`config.mk`:
```
export PLATFORM = sky130hd
export DESIGN_NAME = pcie_link_cap_ctl_regs
export DESIGN_NICKNAME = d
export VERILOG_FILES = /design/src/design/link_regs_pkg.sv /design/src/design/link_bus_if.sv /design/src/design/link_apb_port.sv /design/src/design/fts_burst_seq.sv /design/src/design/pcie_link_cap_ctl_regs.sv
export VERILOG_INCLUDE_DIRS = /design/src /design/src/design
export SDC_FILE = /design/constraint.sdc
export NUM_CORES = 1
export LEC_CHECK = 0
export ABC_AREA = 1
export BUFFER_PORTS_ARGS = -buffer_cell sky130_fd_sc_hd__buf_2
export CELL_PAD_IN_SITES_DETAIL_PLACEMENT = 1
export CELL_PAD_IN_SITES_GLOBAL_PLACEMENT = 2
export CORE_MARGIN = 5
export CORE_UTILIZATION = 24
export CTS_CLUSTER_SIZE = 14
export DETAILED_ROUTE_END_ITERATION = 12
export GPL_ROUTABILITY_DRIVEN = 0
export GPL_TIMING_DRIVEN = 0
export PLACE_DENSITY = 0.88
export SYNTH_ARGS = -nofsm -noshare
export SYNTH_HDL_FRONTEND = slang
export SYNTH_SLANG_ARGS = --single-unit
```
`constraint.sdc`:
```
create_clock -name clk -period 1.2 [get_ports clk]
set_clock_uncertainty 0.15 [all_clocks]
set_input_delay 0.06 -clock clk [delete_from_list [all_inputs] [get_ports clk]]
set_output_delay 0.06 -clock clk [all_outputs]
set_load 0.1 [all_outputs]
```
`src/design/link_regs_defines.svh`:
```
// register offsets, field layouts, reset values and timing counts of the link register pair
`ifndef LINK_REGS_DEFINES_SVH
`define LINK_REGS_DEFINES_SVH

// byte addresses of the two registers
`define LCAP_OFFSET 12'h04c
`define LCTL_OFFSET 12'h050

// link capabilities field positions
`define SPD_MSB 3
`define WID_MSB 9
`define WID_LSB 4
`define LPS_MSB 11
`define LPS_LSB 10
`define L0S_MSB 14
`define L0S_LSB 12
`define L1_MSB 17
`define L1_LSB 15
`define PORT_LSB 24

// link capabilities constant codes and reset values
`define MAX_SPEED_CODE 4'h1
`define WIDTH_RST 6'h08
`define WIDTH_X1 6'h01
`define WIDTH_X2 6'h02
`define WIDTH_X4 6'h04
`define WIDTH_X8 6'h08
`define LOW_POWER_CODE 2'h3
`define L0S_SEPARATE 3'h5
`define L0S_COMMON 3'h3
`define L1_RST 3'h2

// link control field positions and reset values
`define ASPM_MSB 1
`define RCB_BIT 3
`define LINK_DISABLE_BIT 4
`define LINK_RETRAIN_BIT 5
`define COMMON_CLOCK_CFG_BIT 6
`define EXTENDED_SYNC_BIT 7
`define ASPM_RST 2'h0

// fast training sequence counts per L0s exit
`define FTS_EXT_CNT 13'h1000
`define FTS_STD_CNT 13'h0080

`endif

```
`src/design/link_regs_pkg.sv`:
```
// shared types of the link register block
`default_nettype none
package link_regs_pkg;
  typedef logic [11:0] addr_t;
  typedef logic [31:0] word_t;
  typedef logic [3:0] strb_t;
  typedef enum logic [1:0] {FTS_IDLE, FTS_SEND, SKP_SEND} fts_state_e;
endpackage
`default_nettype wire

```
`src/design/link_bus_if.sv`:
```
// register access carrier between the bus port and the register bank
`default_nettype none
interface link_bus_if;
  import link_regs_pkg::*;
  logic wrStb;
  addr_t addr;
  word_t wdata;
  strb_t strb;
  word_t rdData;
  logic hit;
  modport port (output wrStb, output addr, output wdata, output strb, input rdData, input hit);
  modport regs (input wrStb, input addr, input wdata, input strb, output rdData, output hit);
endinterface
`default_nettype wire

```
`src/design/link_apb_port.sv`:
```
// apb slave front end with one zero-wait access phase
`include "link_regs_defines.svh"
`default_nettype none
module link_apb_port
(
  // clock and reset
  input wire logic clk,
  input wire logic rst_b,
  // apb slave
  input wire logic psel,
  input wire logic penable,
  input wire logic pwrite,
  input wire link_regs_pkg::addr_t paddr,
  input wire link_regs_pkg::word_t pwdata,
  input wire link_regs_pkg::strb_t pstrb,
  output link_regs_pkg::word_t prdata,
  output logic pready,
  output logic pslverr,
  // register side
  link_bus_if.port bus
);
  import link_regs_pkg::*;

  logic setupPhase;
  word_t prdata_r;
  logic pready_r;
  logic pslverr_r;

  // address and data pass straight on; the master holds them through the transfer
  assign setupPhase = psel & ~penable;
  assign bus.addr = paddr;
  assign bus.wdata = pwdata;
  assign bus.strb = pstrb;
  assign bus.wrStb = psel & penable & pwrite & pready_r & bus.hit;

  // answer in the first access cycle; read data is caught at setup so prdata is a flop
  always_ff @(posedge clk or negedge rst_b)
  begin
    if (!rst_b)
    begin
      pready_r <= 1'b0;
      pslverr_r <= 1'b0;
      prdata_r <= 32'h0;
    end
    else
    begin
      pready_r <= setupPhase;
      pslverr_r <= setupPhase & ~bus.hit;
      if (setupPhase)
        prdata_r <= (pwrite | ~bus.hit) ? 32'h0 : bus.rdData;
    end
  end

  assign prdata = prdata_r;
  assign pready = pready_r;
  assign pslverr = pslverr_r;
endmodule
`default_nettype wire

```
`src/design/fts_burst_seq.sv`:
```
// fast training sequence burst generator for leaving L0s
`include "link_regs_defines.svh"
`default_nettype none
module fts_burst_seq
(
  // clock and reset
  input wire logic clk,
  input wire logic rst_b,
  // control
  input wire logic l0sExitReq,
  input wire logic extendedSync,
  // transmitter strobes, one ordered set per cycle
  output logic txFts,
  output logic txSkp
);
  import link_regs_pkg::*;

  fts_state_e state_r, stateNxt;
  logic [12:0] ftsLeft_r, ftsLeftNxt;
  logic txFts_r, txSkp_r;
  logic [12:0] sentCnt_r;
  logic [12:0] expectCnt_r;

  // burst length is fixed at entry so a mid-burst change of the sync bit cannot cut it short
  always_comb
  begin
    stateNxt = state_r;
    ftsLeftNxt = ftsLeft_r;
    case (state_r)
      FTS_IDLE:
        if (l0sExitReq)
        begin
          stateNxt = FTS_SEND;
          ftsLeftNxt = extendedSync ? `FTS_EXT_CNT : `FTS_STD_CNT;
        end
      FTS_SEND:
      begin
        ftsLeftNxt = ftsLeft_r - 13'h1;
        if (ftsLeft_r == 13'h1)
          stateNxt = SKP_SEND;
      end
      SKP_SEND: stateNxt = FTS_IDLE;
      default: stateNxt = FTS_IDLE;
    endcase
  end

  always_ff @(posedge clk or negedge rst_b)
  begin
    if (!rst_b)
    begin
      state_r <= FTS_IDLE;
      ftsLeft_r <= 13'h0;
      txFts_r <= 1'b0;
      txSkp_r <= 1'b0;
    end
    else
    begin
      state_r <= stateNxt;
      ftsLeft_r <= ftsLeftNxt;
      txFts_r <= stateNxt == FTS_SEND;
      txSkp_r <= stateNxt == SKP_SEND;
    end
  end

  assign txFts = txFts_r;
  assign txSkp = txSkp_r;

  // checker helpers: count the strobes of the running burst
  always_ff @(posedge clk or negedge rst_b)
  begin
    if (!rst_b)
    begin
      sentCnt_r <= 13'h0;
      expectCnt_r <= 13'h0;
    end
    else if (state_r == FTS_IDLE && l0sExitReq)
    begin
      sentCnt_r <= 13'h0;
      expectCnt_r <= extendedSync ? `FTS_EXT_CNT : `FTS_STD_CNT;
    end
    else if (txFts_r)
      sentCnt_r <= sentCnt_r + 13'h1;
  end
endmodule
`default_nettype wire

```
`src/design/pcie_link_cap_ctl_regs.sv`:
```
// link capabilities and link control registers of one switch port
//
// Overview of operation
// max_link_speed always reads the fixed code 0x1, 2.5 Gbps.
// max_link_width sits in bits 9:4, resets to 0x8; codes 1, 2, 4, 8.
// a reserved max_link_width code makes the port train as x1.
// writing a narrower max_link_width while upstream_write_unlock is set forces a narrower negotiated link.
// low_power_support in bits 11:10 reads fixed 0x3, L0s and L1.
// l0s_exit_latency reads 0x5 with separate clocks, 0x3 with common clock.
// l1_exit_latency in bits 17:15 defaults to 0x2.
// the top byte reads this port's fixed number.
// aspm control in bits 1:0 resets 0x0: off, L0s, L1, both.
// aspm control starts disabled; an eeprom load may replace it.
// read completion boundary bit 3 always reads zero.
// on downstream ports link_disable holds the link down while set.
// on the upstream port link_disable is fixed at zero.
// writing one to link_retrain sends the LTSSM into Recovery.
// link_retrain always reads zero; it is a write-one trigger.
// upstream link_retrain works only while upstream_write_unlock is set.
// common_clock_cfg bit 6 resets zero and stores what software writes.
// extended_sync sends 4096 fts ordered sets then one skp in L0s.
// writes to read-only or reserved bits are dropped; reserved bits read zero.
// l0s_exit_latency follows common_clock_cfg whenever it changes.
`include "link_regs_defines.svh"
`default_nettype none
module pcie_link_cap_ctl_regs
#(
  // port number: 0 is the upstream port, 1 and 2 are downstream
  parameter logic [7:0] PORT_ID = 8'h00
)
(
  // clock and reset
  input wire logic clk,
  input wire logic rst_b,
  // apb register access
  input wire logic psel,
  input wire logic penable,
  input wire logic pwrite,
  input wire link_regs_pkg::addr_t paddr,
  input wire link_regs_pkg::word_t pwdata,
  input wire link_regs_pkg::strb_t pstrb,
  output link_regs_pkg::word_t prdata,
  output logic pready,
  output logic pslverr,
  // switch control
  input wire logic upstreamWriteUnlock,
  // serial eeprom initial load
  input wire logic eeLoad,
  input wire logic [1:0] eeAspmCtl,
  input wire logic [5:0] eeMaxLinkWidth,
  input wire logic [2:0] eeL1ExitLatency,
  // physical layer LTSSM
  input wire logic l0sExitReq,
  output logic [5:0] phyMaxLinkWidth,
  output logic [1:0] phyAspmCtl,
  output logic phyLinkDisable,
  output logic phyRetrain,
  output logic phyCommonClock,
  output logic txFts,
  output logic txSkp
);
  import link_regs_pkg::*;

  // the upstream port may not cut its own link: software there would lose the switch
  localparam logic IS_UP = PORT_ID == 8'h00;

  // --------------------------------------------------------------
  // helpers
  // --------------------------------------------------------------

  // legal widths pass, anything reserved falls back to a single lane
  function automatic logic [5:0] resolveWidth(input logic [5:0] code);
    logic legal;
    legal = (code == `WIDTH_X1) | (code == `WIDTH_X2) | (code == `WIDTH_X4) | (code == `WIDTH_X8);
    resolveWidth = legal ? code : `WIDTH_X1;
  endfunction

  // a field is written only when every byte lane it touches is enabled
  function automatic logic lanesOn(input strb_t strb, input strb_t need);
    lanesOn = (strb & need) == need;
  endfunction

  // --------------------------------------------------------------
  // bus front end
  // --------------------------------------------------------------

  link_bus_if bus ();

  link_apb_port uApb
  (
    .clk(clk),
    .rst_b(rst_b),
    .psel(psel),
    .penable(penable),
    .pwrite(pwrite),
    .paddr(paddr),
    .pwdata(pwdata),
    .pstrb(pstrb),
    .prdata(prdata),
    .pready(pready),
    .pslverr(pslverr),
    .bus(bus)
  );

  // --------------------------------------------------------------
  // address decode and write strobes
  // --------------------------------------------------------------

  logic capSel;
  logic ctlSel;
  logic capWrAllow;
  logic widthWr;
  logic l1Wr;
  logic ctlWr;
  logic retrainAllow;
  logic retrainHit;

  // lockable capability fields accept bus writes only while unlocked
  assign capSel = bus.addr == `LCAP_OFFSET;
  assign ctlSel = bus.addr == `LCTL_OFFSET;
  assign bus.hit = capSel | ctlSel;
  assign capWrAllow = bus.wrStb & capSel & upstreamWriteUnlock;
  // width override
  assign widthWr = capWrAllow & lanesOn(bus.strb, 4'h3);
  assign l1Wr = capWrAllow & lanesOn(bus.strb, 4'h6);
  assign ctlWr = bus.wrStb & ctlSel & bus.strb[0];
  // upstream retrain lock
  assign retrainAllow = ~IS_UP | upstreamWriteUnlock;
  // retrain trigger
  assign retrainHit = ctlWr & bus.wdata[`LINK_RETRAIN_BIT] & retrainAllow;

  // --------------------------------------------------------------
  // stored fields
  // --------------------------------------------------------------

  logic [5:0] maxWidth_r, maxWidth_nxt;
  logic [2:0] l1Lat_r, l1Lat_nxt;
  logic [1:0] aspm_r, aspm_nxt;
  logic linkDis_r, linkDis_nxt;
  logic common_clock_cfg_r, common_clock_cfg_nxt;
  logic extended_sync_r, extended_sync_nxt;
  logic [5:0] phyWidth_r;
  logic retrain_r;

  // eeprom load takes priority: it runs before software can reach the port
  // width override
  assign maxWidth_nxt = eeLoad ? eeMaxLinkWidth : widthWr ? bus.wdata[`WID_MSB:`WID_LSB] : maxWidth_r;
  assign l1Lat_nxt = eeLoad ? eeL1ExitLatency : l1Wr ? bus.wdata[`L1_MSB:`L1_LSB] : l1Lat_r;
  // eeprom initial value
  assign aspm_nxt = eeLoad ? eeAspmCtl : ctlWr ? bus.wdata[`ASPM_MSB:0] : aspm_r;
  // upstream disable tied off
  assign linkDis_nxt = IS_UP ? 1'b0 : ctlWr ? bus.wdata[`LINK_DISABLE_BIT] : linkDis_r;
  // common clock stored
  assign common_clock_cfg_nxt = ctlWr ? bus.wdata[`COMMON_CLOCK_CFG_BIT] : common_clock_cfg_r;
  assign extended_sync_nxt = ctlWr ? bus.wdata[`EXTENDED_SYNC_BIT] : extended_sync_r;

  // width reset value
  always_ff @(posedge clk or negedge rst_b)
  begin
    if (!rst_b)
    begin
      maxWidth_r <= `WIDTH_RST;
      l1Lat_r <= `L1_RST;
      aspm_r <= `ASPM_RST;
      linkDis_r <= 1'b0;
      common_clock_cfg_r <= 1'b0;
      extended_sync_r <= 1'b0;
    end
    else
    begin
      maxWidth_r <= maxWidth_nxt;
      l1Lat_r <= l1Lat_nxt;
      aspm_r <= aspm_nxt;
      linkDis_r <= linkDis_nxt;
      common_clock_cfg_r <= common_clock_cfg_nxt;
      extended_sync_r <= extended_sync_nxt;
    end
  end

  // --------------------------------------------------------------
  // physical layer controls
  // --------------------------------------------------------------

  // reserved width trains x1
  // retrain is a one-cycle pulse, never stored as readable state
  always_ff @(posedge clk or negedge rst_b)
  begin
    if (!rst_b)
    begin
      phyWidth_r <= `WIDTH_X1;
      retrain_r <= 1'b0;
    end
    else
    begin
      phyWidth_r <= resolveWidth(maxWidth_r);
      retrain_r <= retrainHit;
    end
  end

  // disable holds link down
  assign phyLinkDisable = linkDis_r;
  assign phyMaxLinkWidth = phyWidth_r;
  assign phyAspmCtl = aspm_r;
  assign phyRetrain = retrain_r;
  assign phyCommonClock = common_clock_cfg_r;

  // extended sync burst
  fts_burst_seq uFts
  (
    .clk(clk),
    .rst_b(rst_b),
    .l0sExitReq(l0sExitReq),
    .extendedSync(extended_sync_r),
    .txFts(txFts),
    .txSkp(txSkp)
  );

  // --------------------------------------------------------------
  // read words
  // --------------------------------------------------------------

  logic [2:0] l0sLat;
  word_t capWord;
  word_t ctlWord;

  // latency tracks clocking
  // l0s latency codes
  assign l0sLat = common_clock_cfg_r ? `L0S_COMMON : `L0S_SEPARATE;

  // fixed speed
  // fixed low power support
  // l1 latency field
  // port number
  // reserved bits zero
  assign capWord = {PORT_ID, 6'h00, l1Lat_r, l0sLat, `LOW_POWER_CODE, maxWidth_r, `MAX_SPEED_CODE};

  // boundary bit zero
  // retrain reads zero
  assign ctlWord = {24'h000000, extended_sync_r, common_clock_cfg_r, 1'b0, linkDis_r, 1'b0, 1'b0, aspm_r};

  // aspm field readback
  assign bus.rdData = capSel ? capWord : ctlSel ? ctlWord : 32'h0;

  // port-level views of each completed transfer
  logic capRead;
  logic ctlRead;
  logic ctlWrite;
  logic capWrite;
  logic badAccess;

  // completed reads and writes, seen at the ports
  assign capRead = psel & penable & pready & ~pwrite & (paddr == `LCAP_OFFSET);
  assign ctlRead = psel & penable & pready & ~pwrite & (paddr == `LCTL_OFFSET);
  assign ctlWrite = psel & penable & pready & pwrite & (paddr == `LCTL_OFFSET) & pstrb[0];
  assign capWrite = psel & penable & pready & pwrite & (paddr == `LCAP_OFFSET);
  assign badAccess = psel & penable & pready & (paddr != `LCAP_OFFSET) & (paddr != `LCTL_OFFSET);
endmodule
`default_nettype wire

```
==> metrics.cfg, run 1 <==
[critical_path]
critPathMaxStageDelay_ns=0.42
required_ns=1.23
cp_slowest_cell=dfrtp_1
ff2ff_setup_slack_ns=-0.26
r2r-start=uFts.state_r[1]
worstPathMaxFanout=8
critPathCaptureType=flop
start_kind=flop
r2r_cells=6
path_cells=nor2_4 > inv_4 > nor2_4 > nand3_2 > nand3_2 > o21ai_1
crit_type=flop to flop
cp_top_family=simple AND/OR/NAND/NOR gates
critPathArrivalTime_ns=1.49
crit_buf_inv=1
r2r-end=uFts.ftsLeft_r[10]

[logic_synthesis]
synthTopCellsByCount=nand2_1 (105), dfrtp_1 (50), nand3_1 (35), inv_1 (34), nor2_1 (20)
async_reset_ff_frac=1.000
yosys.cell_types.count=34
ys_top_cells_by_area=dfrtp_1 (46%), nand2_1 (15%), nand3_1 (6.5%), buf_4 (5.3%), inv_1 (4.7%)
ys.warnings.count=0
synth_area_um2=2701
avgSynthCellArea_um2=8.211
yosysTopAreaCellShare=0.4632
dominantRegCellSynth=dfrtp_1
seq_area_frac_synth=0.4924
yosysTopAreaCell=dfrtp_1
synth_most_common_cell=nand2_1
synth-edff-count=0
synth_seq_cells=53
syn_inst=329

[grt]
first_global_vias=2821
antenna_found_initial=0
grt_use_total=0.1281
grt_remaining_overflow=0
grt_max_degree=54
grt_pass1_wl_um=13930

[timing]
slew_violations=0
rsz0062_at_grt=true
min_period_ns=1.465
fmax_ghz=0.6827
hold_viol_final=3
hold_ws_ns=-0.02464
setup_tns_ns=-5.677
maxSlewHeadroom=0.5504
finalWorstSetupSlack_ns=-0.2648
final.period_utilization=1.221
setup_viol=36
tightest_slew_ns=0.6744

[power]
ir_worst_vdd_uv=629.3
leakage_nw=2.239
p_seq_frac=0.349
internal_power_mw=3.964
pwr-share-clk=0.230
p_switching_mw=2.632
power_density_nw_per_um2=1515
swShare=0.3991
p_comb_frac=0.422

[clocking]
clkLatencyLatePin_ns=0.30
cts_tree=built
cts_sinks=53
cts-root-buf=clkbuf_16
numCtsBuffers=5
clockBufferDepth=2
htree_num_levels=2
clkTransAtPathRegs_ns=0.07

[run]
cap_violations=0

[min_path]
worstHoldPathCells=4
worstHoldPathType=input pin to flop
worstHoldStart=pwrite
min_to=uApb.prdata[7]

[placed_design]
hpwl_um=5799
port_buffers=74
dp.cells=561
postPlaceCellArea_um2=3407
dp_slack_ns=-0.3239

[floorplanning]
pin_count=114
start_util=0.2470
die_w_um=116.1
row_count=38
core_area_um2=10940
die_y_um=116.1
dieArea_um2=13480

[finish]
fin_area_um2=4353
syn2layout_area_growth_pct=61.14
drive_gt1_frac=0.4748
fillers=1310
n_antenna_cell=0
stdcell_count=616
layout.nets=544

[route]
route.detailed.drc=0
drtPass1Iterations=4
via_count=2587
drtIter0Drc=104
totalWireLength_um=8267
via_per_inst=4.200
postRouteAntennaNets=0
avgRoutedWirePerCell_um=13.42

[status]
outcome=finished, violations left
violations=negative hold slack, negative setup slack

==> cells by family (layout without fill, tap and decap cells) <==
family / after synthesis / count (layout) / synth area share
AO/OA/AOI/OAI: 24 / 24 / 0.05142
multiplexers: 3 / 3 / 0.01204
buffers and inverters: 63 / 192 / 0.1149
adder cells (fa/ha/maj): 2 / 2 / 0.009262
XOR/XNOR: 1 / 1 / 0.003243
other: 1 / 19 / 0.001388
flip-flops: 53 / 53 / 0.4924
AND/OR/NAND/NOR: 182 / 182 / 0.3154
==> sequential cells by signal, indices dropped and copies added, names as in the netlist <==
register / count
phyRetrain: 1
phyMaxLinkWidth: 6
uFts.txSkp: 1
maxWidth_r: 6
phyCommonClock: 1
extended_sync_r: 1
uFts.state_r: 2
uFts.ftsLeft_r: 13
uFts.txFts: 1
l1Lat_r: 3
phyAspmCtl: 2
uApb.prdata: 14
uApb.pready: 1
uApb.pslverr: 1
==> placed cells by master (no fill, tap or decap), drive strengths merged <==
cell type and count:
o31ai 1, clkbuf 8, dlygate4sd3 25, mux2i 1, xor2 1, nor4 2, buf 117, ha 2
conb 19, inv 41, mux2 2, dfstp 3, nand4 4, nor3 6, nand3 35, dfrtp 50
clkinv 1, o21ai 18, o2111ai 1, nand2 108, nor2 27, o22ai 1, a21oi 3
==> worst max path at each step <==
stage / startpoint / to / cells past startpoint
after global routing: uFts.state_r[1] / uFts.ftsLeft_r[10] / 6
after floorplan: uApb.pready / maxWidth_r[0] / 6
final: uFts.state_r[1] / uFts.ftsLeft_r[10] / 6
after detailed placement: uFts.ftsLeft_r[5] / uFts.txFts / 6
after CTS: uFts.ftsLeft_r[7] / uFts.txFts / 6
after global placement: uFts.ftsLeft_r[5] / uFts.state_r[0] / 6
==> power by group through the flow <==
stage          logic [mW]  clock network, mW  registers [mW]
2_1_floorplan        1.25                  0            2.57
3_3_place_gp         1.84                  0            2.34
3_5_place_dp         1.90                  0            2.36
4_1_cts              2.63               1.56            2.29
5_1_grt              3.03               1.63            2.34
6_report             2.78               1.51            2.30
==> cell type report <==
| type | instances | area, um^2 | share of cell area |
|---|---|---|---|
| multi-input cells | 231 | 1369 | 0.3145 |
| well taps | 140 | 175.2 | 0.04024 |
| clock buffers | 5 | 125.1 | 0.02874 |
| repair buffers | 122 | 973.4 | 0.2236 |
| clock inverters | 3 | 28.78 | 0.006611 |
| inverters | 39 | 153.9 | 0.03536 |
| flip-flops and latches | 53 | 1363 | 0.3130 |
| plain buffers | 23 | 165.2 | 0.03794 |
==> repair_timing <==
| action | 4_1_cts | 5_1_grt |
|---|---|---|
| setup buffers | 19 | 4 |
| resized for setup | 85 | 30 |
| endpoints found under the hold margin | 69 | 51 |
| setup endpoints to repair | 64 | 45 |
| pin swaps | 18 | 10 |
| hold buffers | 25 | 1 |
==> tightest hold or removal path, stage by stage <==
cell,delay [ns]
buf_2,0.12
nor2_4,0.06
nand3_1,0.08
nand3_1,0.06
==> per-layer routing <==
| metal | track usage | part of all wire |
|---|---|---|
| met5 | 0 | 0 |
| met4 | 0.02398 | 0.016 |
| met3 | 0.02176 | 0.046 |
| met2 | 0.2413 | 0.53 |
| met1 | 0.1537 | 0.41 |
==> through the flow <==
stage	util	total power, mW
after floorplan	-	3.819
after global placement	0.3116	4.183
after detailed placement	0.3116	4.255
after CTS	0.3858	6.478
after global routing	0.3981	7.000
final	0.3981	6.596
(Power assumes the default switching activity.)
==> inputs of run 2 (changes only) <==
--- a/config.mk
+++ b/config.mk
@@ -16,6 +16,7 @@
 export DETAILED_ROUTE_END_ITERATION = 12
 export GPL_ROUTABILITY_DRIVEN = 0
 export GPL_TIMING_DRIVEN = 0
+export MAX_ROUTING_LAYER = met4
 export PLACE_DENSITY = 0.88
 export SYNTH_ARGS = -nofsm -noshare
 export SYNTH_HDL_FRONTEND = slang
==> metrics.cfg, run 2 (same netlist as run 1, synthesis figures left out) <==
[route]
postRouteAntennaNets=0  ; unchanged
via_per_inst=4.227  ; was 4.200
via_count=2604  ; was 2587
avgRoutedWirePerCell_um=13.45  ; was 13.42 um
drtPass1Iterations=4  ; unchanged
drtIter0Drc=106  ; was 104
totalWireLength_um=8286  ; was 8267 um
route.detailed.drc=0  ; unchanged

[floorplanning]
start_util=0.2470  ; unchanged
die_y_um=116.1  ; unchanged
die_w_um=116.1  ; unchanged
core_area_um2=10940  ; unchanged
dieArea_um2=13480  ; unchanged
row_count=38  ; unchanged
pin_count=114  ; unchanged

[finish]
fin_area_um2=4353  ; unchanged
n_antenna_cell=0  ; unchanged
stdcell_count=616  ; unchanged
mostFrequentLayoutCell=nand2_1  ; unchanged
fillers=1310  ; unchanged
drive_gt1_frac=0.4748  ; unchanged
fin_util=0.3981  ; unchanged
layout.nets=544  ; unchanged
largest_reg_flops=14  ; unchanged
final_cell_mix=nand2_1 (84), buf_4 (55), buf_2 (43)  ; unchanged
syn2layout_area_growth_pct=61.14  ; unchanged

[status]
violations=negative hold slack, negative setup slack  ; unchanged
outcome=finished, violations left  ; unchanged

[clocking]
cts_tree=built  ; unchanged
clkTransAtPathRegs_ns=0.07  ; about the same
htree_num_levels=2  ; unchanged
numCtsBuffers=5  ; unchanged
clkLatencyLatePin_ns=0.30  ; about the same
cts_sinks=53  ; unchanged
cts-root-buf=clkbuf_16  ; unchanged
clockBufferDepth=2  ; unchanged

[grt]
first_global_vias=2820  ; was 2821
grt_max_degree=54  ; unchanged
grt_pass1_wl_um=13930  ; unchanged
grt_use_total=0.1320  ; was 0.1281
antenna_found_initial=0  ; unchanged
grt_remaining_overflow=0  ; unchanged

[timing]
maxSlewHeadroom=0.5481  ; was 0.5504
hold_viol_final=3  ; unchanged
hold_ws_ns=-0.02429  ; was -0.02464 ns
slew_violations=0  ; unchanged
finalWorstSetupSlack_ns=-0.2623  ; was -0.2648 ns
setup_viol=35  ; was 36
tightest_slew_ns=0.6778  ; was 0.6744 ns
final.period_utilization=1.219  ; was 1.221
fmax_ghz=0.6838  ; was 0.6827 GHz
rsz0062_at_grt=true  ; unchanged
min_period_ns=1.462  ; was 1.465 ns
setup_tns_ns=-5.654  ; was -5.677 ns

[power]
pwr-share-clk=0.230  ; about the same
power_density_nw_per_um2=1515  ; about the same
swShare=0.3990  ; was 0.3991
p_switching_mw=2.631  ; was 2.632 mW
p_seq_frac=0.349  ; about the same
leakage_nw=2.239  ; unchanged
p_comb_frac=0.421  ; was 0.422
internal_power_mw=3.964  ; about the same
finalPower_mw=6.595  ; was 6.596 mW
ir_worst_vdd_uv=629.1  ; was 629.3 uV

[min_path]
worstHoldPathType=input pin to flop  ; unchanged

[placed_design]
hpwl_um=5799  ; unchanged
postPlaceCellArea_um2=3407  ; unchanged
port_buffers=74  ; unchanged
dp.cells=561  ; unchanged

[critical_path]
crit_type=flop to flop  ; unchanged
start_kind=flop  ; unchanged
critPathCaptureType=flop  ; unchanged
worstPathMaxFanout=8  ; unchanged
critPathArrivalTime_ns=1.49  ; about the same
required_ns=1.23  ; about the same

[run]
cap_violations=0  ; unchanged

-- run 2: cell counts in the layout (fill, tap and decap cells not counted) --
Identical to the previous run, type by type.
-- run 2: through the flow --
| step | setup WS [ns] | hold slack (ns) |
|---|---|---|
| 6_report | -0.2623 | -0.02429 |
| 3_5_place_dp | -0.3239 | 0.1441 |
| 2_1_floorplan | -0.3024 | -0.3856 |
| 3_3_place_gp | -0.2965 | 0.1392 |
| 5_1_grt | -0.3307 | -0.01428 |
| 4_1_cts | -0.2292 | -0.08549 |
-- run 2: worst paths after layout --
kind | start | to | slack, ns | cells past startpoint
max | uFts.state_r[1] | uFts.ftsLeft_r[10] | -0.26 | 6
min | pwrite | uApb.prdata[7] | -0.02 | 4
max reg2reg | uFts.state_r[1] | uFts.ftsLeft_r[10] | -0.26 | 6
min reg2reg | l1Lat_r[0] | uApb.prdata[15] | 0.33 | 2
max in group asynchronous | rst_b | phyAspmCtl[1] | 0.20 | 2
min in group asynchronous | rst_b | phyMaxLinkWidth[4] | 0.20 | 2
-- run 2: layout make-up --
class | instances | area (um^2) | share of cell area
clock buffers | 5 | 125.1 | 0.02874
plain buffers | 23 | 165.2 | 0.03794
flip-flops and latches | 53 | 1363 | 0.3130
inverters | 39 | 153.9 | 0.03536
well taps | 140 | 175.2 | 0.04024
multi-input cells | 231 | 1369 | 0.3145
repair buffers | 122 | 973.4 | 0.2236
clock inverters | 3 | 28.78 | 0.006611
-- run 2: power by group through the flow --
stage | Sequential [mW] | Combinational (mW) | Clock (mW)
after floorplan | 2.57 | 1.25 | 0
after global placement | 2.34 | 1.84 | 0
after detailed placement | 2.36 | 1.90 | 0
after CTS | 2.29 | 2.63 | 1.56
after global routing | 2.34 | 3.03 | 1.63
final | 2.30 | 2.78 | 1.51
-- run 2: worst max-delay path, cell delays in order (launching register included) --
cell and delay, ns:
dfrtp_1 0.42, nor2_4 0.18, inv_4 0.10, nor2_4 0.22, nand3_2 0.13, nand3_2 0.08, o21ai_1 0.07
-- run 2: what timing repair did --
item	4_1_cts	5_1_grt
setup buffers	19	4
endpoints found under the setup margin	64	45
hold buffers	25	1
resized for setup	85	30
endpoints found under the hold margin	69	51
pin swaps	18	10
-- run 2: layer usage --
metal / global-route usage / vias up / routed length [um]
met3: 0.01917 / 12 / 361
met1: 0.1556 / 1238 / 3375
met4: 0.02398 / 0 / 129
met5: - / - / 0
met2: 0.2413 / 65 / 4419
li1: - / 1289 / -
